<file path="src/design/sism_pkg.sv">
package sism_pkg;
  localparam int unsigned EVENT_WIDTH = 8;
  localparam int unsigned ADDR_WIDTH = 8;
  localparam int unsigned DATA_WIDTH = 16;
  localparam logic [7:0] ADDR_EVENT_MASK = 8'h48;
  localparam logic [7:0] ADDR_EVENT_STATUS = 8'h49;
  localparam logic [7:0] ADDR_SLAVE_STATUS = 8'h4A;
  localparam logic [7:0] MASK_RESET = 8'hFF;
  localparam logic [7:0] STATUS_RESET = 8'h00;
  localparam logic [7:0] COUNT_RESET = 8'h00;
  localparam logic [15:0] SLAVE_RESET = 16'h0000;
  localparam int unsigned BIT_NEAR_ENTER_FIRST = 0;
  localparam int unsigned BIT_NEAR_LEAVE_FIRST = 1;
  localparam int unsigned BIT_NEAR_ENTER_SECOND = 2;
  localparam int unsigned BIT_NEAR_LEAVE_SECOND = 3;
  localparam int unsigned BIT_GESTURE = 4;
  localparam int unsigned BIT_SAMPLE = 5;
  localparam int unsigned BIT_WATCHDOG = 6;
  localparam int unsigned BIT_QUEUE_LEVEL = 7;
  localparam int unsigned BIT_FLUSH = 15;
  localparam int unsigned BIT_ADDR_MATCH = 0;
  localparam int unsigned FLUSH_CLEAR_BITS = 7;
  localparam logic [15:0] SLAVE_READ_MASK = 16'h07F7;
endpackage

</file>
<file path="src/design/sism_event_if.sv">
`timescale 1ns/1ns
interface sism_event_if;
  logic [7:0] set_bits;
  logic [7:0] clear_bits;
  logic read_clear;
  logic [7:0] status;
  modport core
  (
    output set_bits,
    output clear_bits,
    output read_clear,
    input status
  );
  modport latch
  (
    input set_bits,
    input clear_bits,
    input read_clear,
    output status
  );
endinterface

</file>
<file path="src/design/sism_core.sv">
// Behaviour
// Eight event flags: near enter/leave both thresholds, gesture, sample, watchdog, queue; reset zero.
// Writing one to an event flag clears only that flag; zero leaves it.
// Reading the event status returns current flags then clears the register.
// Flag 7 sets when the queue level exceeds the four-bit queue level threshold.
// Mask bits follow the status bit order; each mask bit gates its own source.
// Upper status byte reports queue bytes available to read; resets to zero.
// Writing one to status bit 15 clears count bits 6 to 0, emptying the queue.
// Read-only sixteen-bit slave status; bit 0 flags address match, may drive interrupt.
// Mask is active high, resets to all ones, so all sources start masked.
// Write-one-clear fields are readable and writable; a written one clears, never stores.
// Interrupt is high while any set flag is unmasked, low once all are cleared and no routed address match is set.
`timescale 1ns/1ns
module sism_core
  import sism_pkg::*;
#(
  parameter int unsigned COUNT_WIDTH = 8
)
(
  // Clock, reset and enable.
  input wire logic clk,
  input wire logic reset_n,
  input wire logic ce,
  // Register port from the serial slave engine.
  input wire logic [7:0] reg_addr,
  input wire logic [15:0] reg_wdata,
  input wire logic reg_write,
  input wire logic reg_read,
  output logic [15:0] reg_rdata,
  output logic reg_rvalid,
  // Event sources, one-cycle pulses.
  input wire logic near_enter_first,
  input wire logic near_leave_first,
  input wire logic near_enter_second,
  input wire logic near_leave_second,
  input wire logic gesture_event,
  input wire logic sample_event,
  input wire logic watchdog_event,
  // Queue side.
  input wire logic [COUNT_WIDTH-1:0] queue_level,
  input wire logic [3:0] queue_level_threshold,
  output logic queue_flush,
  // Serial slave engine status and routing.
  input wire logic [15:0] slave_status_in,
  input wire logic addr_match_irq_en,
  // Interrupt output.
  output logic irq
);
  // The count, the comparison and the read word are all built for a byte-wide level.
  if (COUNT_WIDTH != 8)
  begin
    $error("sism_core: COUNT_WIDTH must be 8");
  end

  sism_event_if evt ();

  sism_event_latch sism_event_latch_i
  (
    .clk(clk),
    .reset_n(reset_n),
    .ce(ce),
    .evt(evt.latch)
  );

  logic [7:0] event_mask;
  logic [7:0] queue_count;
  logic [7:0] level_seen;
  logic [15:0] slave_status;
  logic over_threshold_q;
  logic [15:0] next_rdata;

  wire hit_mask = reg_addr == ADDR_EVENT_MASK;
  wire hit_status = reg_addr == ADDR_EVENT_STATUS;
  wire hit_slave = reg_addr == ADDR_SLAVE_STATUS;
  wire wr_mask = reg_write && hit_mask;
  wire wr_status = reg_write && hit_status;
  wire rd_status = reg_read && hit_status;
  wire flush_req = wr_status && reg_wdata[BIT_FLUSH];
  wire over_threshold = queue_level > {4'h0, queue_level_threshold};
  wire over_rise = over_threshold && !over_threshold_q;
  wire level_changed = queue_level != level_seen;
  wire [7:0] sources;
  wire [7:0] pending;

  // Sources in status bit order; the mask uses the same order.
  assign sources[BIT_NEAR_ENTER_FIRST] = near_enter_first;
  assign sources[BIT_NEAR_LEAVE_FIRST] = near_leave_first;
  assign sources[BIT_NEAR_ENTER_SECOND] = near_enter_second;
  assign sources[BIT_NEAR_LEAVE_SECOND] = near_leave_second;
  assign sources[BIT_GESTURE] = gesture_event;
  assign sources[BIT_SAMPLE] = sample_event;
  assign sources[BIT_WATCHDOG] = watchdog_event;
  // Edge of the comparison, so a clear holds while the level stays high.
  assign sources[BIT_QUEUE_LEVEL] = over_rise;

  assign evt.set_bits = sources;
  assign evt.clear_bits = wr_status ? reg_wdata[7:0] : 8'h00;
  assign evt.read_clear = rd_status;

  assign pending = evt.status & ~event_mask;
  assign irq = (|pending) || (addr_match_irq_en && slave_status[BIT_ADDR_MATCH]);
  assign queue_flush = ce && flush_req;

  always_comb
  begin
    next_rdata = 16'h0000;
    if (hit_mask)
      next_rdata = {8'h00, event_mask};
    else if (hit_status)
      next_rdata = {queue_count, evt.status};
    else if (hit_slave)
      next_rdata = slave_status;
  end

  always_ff @(posedge clk or negedge reset_n)
  begin
    if (!reset_n)
      event_mask <= MASK_RESET;
    else if (ce && wr_mask)
      event_mask <= reg_wdata[7:0];
  end

  // The count follows level changes; a read zeroes it and a flush clears bits 6 to 0, until the level moves again.
  always_ff @(posedge clk or negedge reset_n)
  begin
    if (!reset_n)
      queue_count <= COUNT_RESET;
    else if (ce)
    begin
      if (rd_status)
        queue_count <= COUNT_RESET;
      else if (flush_req)
        queue_count <= {queue_count[7], 7'h00};
      else if (level_changed)
        queue_count <= queue_level;
    end
  end

  always_ff @(posedge clk or negedge reset_n)
  begin
    if (!reset_n)
    begin
      level_seen <= COUNT_RESET;
      over_threshold_q <= 1'b0;
      slave_status <= SLAVE_RESET;
    end
    else if (ce)
    begin
      level_seen <= queue_level;
      over_threshold_q <= over_threshold;
      slave_status <= slave_status_in & SLAVE_READ_MASK;
    end
  end

  always_ff @(posedge clk or negedge reset_n)
  begin
    if (!reset_n)
    begin
      reg_rdata <= 16'h0000;
      reg_rvalid <= 1'b0;
    end
    else if (ce)
    begin
      reg_rvalid <= reg_read;
      if (reg_read)
        reg_rdata <= next_rdata;
    end
  end
endmodule

</file>
<file path="src/design/sism_event_latch.sv">
`timescale 1ns/1ns
module sism_event_latch
  import sism_pkg::*;
(
  // Clock, reset and enable.
  input wire logic clk,
  input wire logic reset_n,
  input wire logic ce,
  // Event traffic from the register core.
  sism_event_if.latch evt
);
  logic [7:0] flags;
  logic [7:0] next_flags;

  // A set arriving with a clear or a read wins, so no event is ever lost.
  assign next_flags = ((evt.read_clear ? 8'h00 : (flags & ~evt.clear_bits))) | evt.set_bits;

  always_ff @(posedge clk or negedge reset_n)
  begin
    if (!reset_n)
      flags <= STATUS_RESET;
    else if (ce)
      flags <= next_flags;
  end

  assign evt.status = flags;
endmodule

</file>
<file path="config.mk">
export PLATFORM = sky130hd
export DESIGN_NAME = sism_core
export DESIGN_NICKNAME = d
export VERILOG_FILES = /design/src/design/sism_pkg.sv /design/src/design/sism_event_if.sv /design/src/design/sism_core.sv /design/src/design/sism_event_latch.sv
export SDC_FILE = /design/constraint.sdc
export NUM_CORES = 1
export LEC_CHECK = 0
export BUFFER_PORTS_ARGS = -buffer_cell sky130_fd_sc_hd__buf_4
export CAP_MARGIN = 20
export CORE_MARGIN = 1.5
export CORE_UTILIZATION = 30
export CTS_CLUSTER_SIZE = 10
export DETAILED_ROUTE_END_ITERATION = 16
export PLACE_DENSITY_LB_ADDON = 0.05
export SLEW_MARGIN = 30
export SYNTH_ARGS = -nofsm -noshare
export SYNTH_HDL_FRONTEND = slang
export SYNTH_HIERARCHICAL = 1
export SYNTH_SLANG_ARGS = --single-unit
export TNS_END_PERCENT = 30
</file>
<file path="constraint.sdc">
create_clock -name clk -period 3 [get_ports clk]
set_clock_uncertainty 0.1 [all_clocks]
set_input_delay 0.3 -clock clk [delete_from_list [all_inputs] [get_ports clk]]
set_output_delay 0.3 -clock clk [all_outputs]
set_load 0.02 [all_outputs]
</file>
==> impl_metrics.tcl <==
set metrics [dict create \
    nNetsFinal 398 \
    gr-usage-all-layers 0.1552 \
    area_delta_synth_final_pct 28.94 \
    synth_ff_type "dfrtp_1" \
    netlist_area_sq_um 2879 \
    crit_buf_inv 2 \
    ctsRootBufferMaster "clkbuf_8" \
    fmax_mhz 466.4 \
    ys_types 43 \
    async_flop_share 1.000 \
    grt_pass1_vias 2156 \
    drc_errors 0 \
    dieWidth_um 101.0 \
    hold_viol 0 \
    ys_warn_count 6 \
    grt_pass1_wl_mm 11.75 \
    seq_area_frac_synth 0.5250 \
    fin_crit_ns 2.144 \
    synth_cells 256 \
    die_area_sq_um 10190 \
    num_antenna_cells 0 \
    via_per_inst 4.838 \
    cp_top_family "simple AND/OR/NAND/NOR gates" \
    syn_area_per_cell_sq_um 11.25 \
    critical_path.max_fanout 13 \
    dr_total_vias 2240 \
    crit_chain "buf_4, or4b_4, nor4_1, buf_4" \
    antenna_found_initial 0 \
    cts_num_sinks 60 \
    wl_mm 7.452 \
    cp_common_cell "buf_4" \
    holdWs_ns 0.08740 \
    rsz0062_at_grt "no" \
    overflow 0 \
    rows 35 \
    placement.cell_area_sq_um 3533 \
    critical_path.startpoint_type "primary input" \
    design_area_sq_um 3712 \
    die_height_um 101.0 \
    path_class "in -> out" \
    dp_hpwl_mm 5.190 \
    setup_viol 0 \
    port_buffers 70 \
    powerDensity_nw_per_um2 463.9 \
    irDropWorstVdd_v 0.0001940 \
    r2r_slack_ns 0.89 \
    worst_pin_slew_ns 0.7731 \
    synth_seq_cells 60 \
    wl_per_cell_um 16.10 \
    fillCellCount 947 \
    cts_buffers 9 \
    cts.reportedPaths.clkPinSlew_ns 0.07 \
    slew_violations 0 \
    slew_headroom 0.4846 \
    max_stage_delay_ns 0.64 \
    synth_edf_count 0 \
    ant_nets 0 \
    synth_top_area_cell "dfrtp_1" \
    cap_violations 0 \
    drt_iter0_drc 110 \
    core_area_sq_um 9284 \
    outcome "finished clean" \
    cts_tree "done" \
    netlist.area_leader.share 0.4520 \
    totalPowerFinal_mw 1.722 \
    drive_gt1_frac 0.3952 \
    syn_nets 325 \
    post_cts_buffers 0 \
    critPathRequiredTime_ns 2.60 \
    clkLatencyLatePin_ns 0.34 \
    netlist_top_cells_area "dfrtp_1 45%, mux2_2 10%, dfstp_2 7.3%" \
    cp-end-kind "output port" \
    slowest_stage "or4b_4" \
    cts_buffer_depth 2 \
    cts.htree.levels 3 \
    gp_congestion 0.7478 \
    hold_class "in -> reg" \
    start_util 0.3101 \
    finalCritPeriodShare 0.7147 \
    cellLeakagePower_nw 1.750 \
    cts_resized 0 \
    final.setup.tns_ns 0 \
    ios 84 \
    crit_arrival_ns 1.74 \
    grt_max_degree 61 \
    first_pass_iters 4 \
]
==> layer usage <==
layer | track usage | share of wire | vias up
li1 | - | - | 1090
met1 | 0.2298 | 0.52 | 1094
met2 | 0.2193 | 0.43 | 51
met3 | 0.03675 | 0.041 | 5
met4 | 0.05449 | 0.0091 | 0
met5 | 0 | 0 | -
==> worst register-to-register path, stage by stage (launching register included) <==
cell and delay [ns]:
dfrtp_1 0.39, xor2_1 0.15, nor4_1 0.59, a221oi_1 0.32, buf_2 0.23, a22o_1 0.23
==> metrics by stage <==
| stage | worst slack, ns | util | cells |
|---|---|---|---|
| 6_report | 0.8560 | 0.3999 | 463 |
| 5_1_grt | 0.7759 | 0.3999 | 463 |
| 4_1_cts | 0.8574 | 0.3999 | 463 |
| 3_5_place_dp | 0.5728 | 0.3806 | 446 |
| 3_3_place_gp | 0.5759 | 0.3801 | 445 |
| 2_1_floorplan | 0.8479 | - | 256 |
==> logic make-up after synthesis <==
kind of cell	synth area share
buf+inv	0.04824
flops	0.5250
compound gates	0.1760
xor+xnor	0.02434
mux	0.1056
fa+ha+maj	0.01738
simple gates	0.1034
==> layout make-up <==
class | instances | area, sq um | area share
inverters | 21 | 78.83 | 0.02123
multi-input cells | 162 | 1229 | 0.3310
flip-flops and latches | 60 | 1511 | 0.4071
well taps | 129 | 161.4 | 0.04348
clock inverters | 5 | 27.53 | 0.007415
repair buffers | 75 | 563.0 | 0.1517
clock buffers | 11 | 141.4 | 0.03809
==> flip-flops by register name, indices dropped and copies added, names as in the netlist <==
name                           count
reg_rdata                         16
slave_status                      10
event_mask                         8
level_seen                         8
queue_count                        8
sism_event_latch_i/evt.status      8
over_threshold_q                   1
reg_rvalid                         1
==> cell usage after synthesis (2+ instances only) <==
cell	count
inv_1	21
clkbuf_1	9
nand2_1	16
dfstp_2	8
nor4_1	4
a21oi_1	14
buf_2	3
nand3_1	4
nor3_1	2
nor2b_1	2
a221oi_1	2
a22o_1	19
and2_1	2
xor2_1	8
dfrtp_1	52
o22ai_1	2
o21ai_2	2
a22oi_1	5
a31oi_1	2
o21ai_0	9
ha_1	4
nor2_1	7
o41ai_1	6
mux2_2	26
and3_1	9
==> cells in the final DEF (no fill, tap or decap), types with 2 or more instances in the layout <==
| cell type | instances |
|---|---|
| buf_4 | 73 |
| dfrtp_1 | 52 |
| mux2_2 | 26 |
| inv_1 | 21 |
| a22o_1 | 19 |
| nand2_1 | 16 |
| a21oi_1 | 14 |
| clkbuf_8 | 10 |
| and3_1 | 9 |
| o21ai_0 | 9 |
| xor2_1 | 8 |
| dfstp_2 | 8 |
| nor2_1 | 7 |
| o41ai_1 | 6 |
| a22oi_1 | 5 |
| nand3_1 | 4 |
| nor4_1 | 4 |
| ha_1 | 4 |
| clkinv_2 | 4 |
| o22ai_1 | 2 |
| a221oi_1 | 2 |
| and2_1 | 2 |
| nor2b_1 | 2 |
| nor3_1 | 2 |
| a31oi_1 | 2 |
| o21ai_2 | 2 |
==> path summary, 6_finish.rpt <==
| path | startpoint | cells past startpoint | to |
|---|---|---|---|
| min in group asynchronous | reset_n | 2 | reg_rdata[11] |
| max reg2reg | level_seen[3] | 5 | queue_count[6] |
| min | watchdog_event | 2 | sism_event_latch_i/evt.status[6] |
| max in group asynchronous | reset_n | 2 | reg_rdata[4] |
| max | reg_addr[7] | 4 | queue_flush |
| min reg2reg | reg_rdata[9] | 2 | reg_rdata[9] |
==> power breakdown <==
part           internal (mW)  switching (mW)  total, mW
combinational          0.108           0.102      0.209
clock                  0.316           0.315      0.631
sequential             0.855          0.0268      0.882
total                   1.28           0.443       1.72
==> what timing repair did <==
item,4_1_cts,5_1_grt
hold buffers,1,0
setup endpoints to repair,0,0
hold endpoints to repair,52,0
Power figures use the tool's default switching activity.
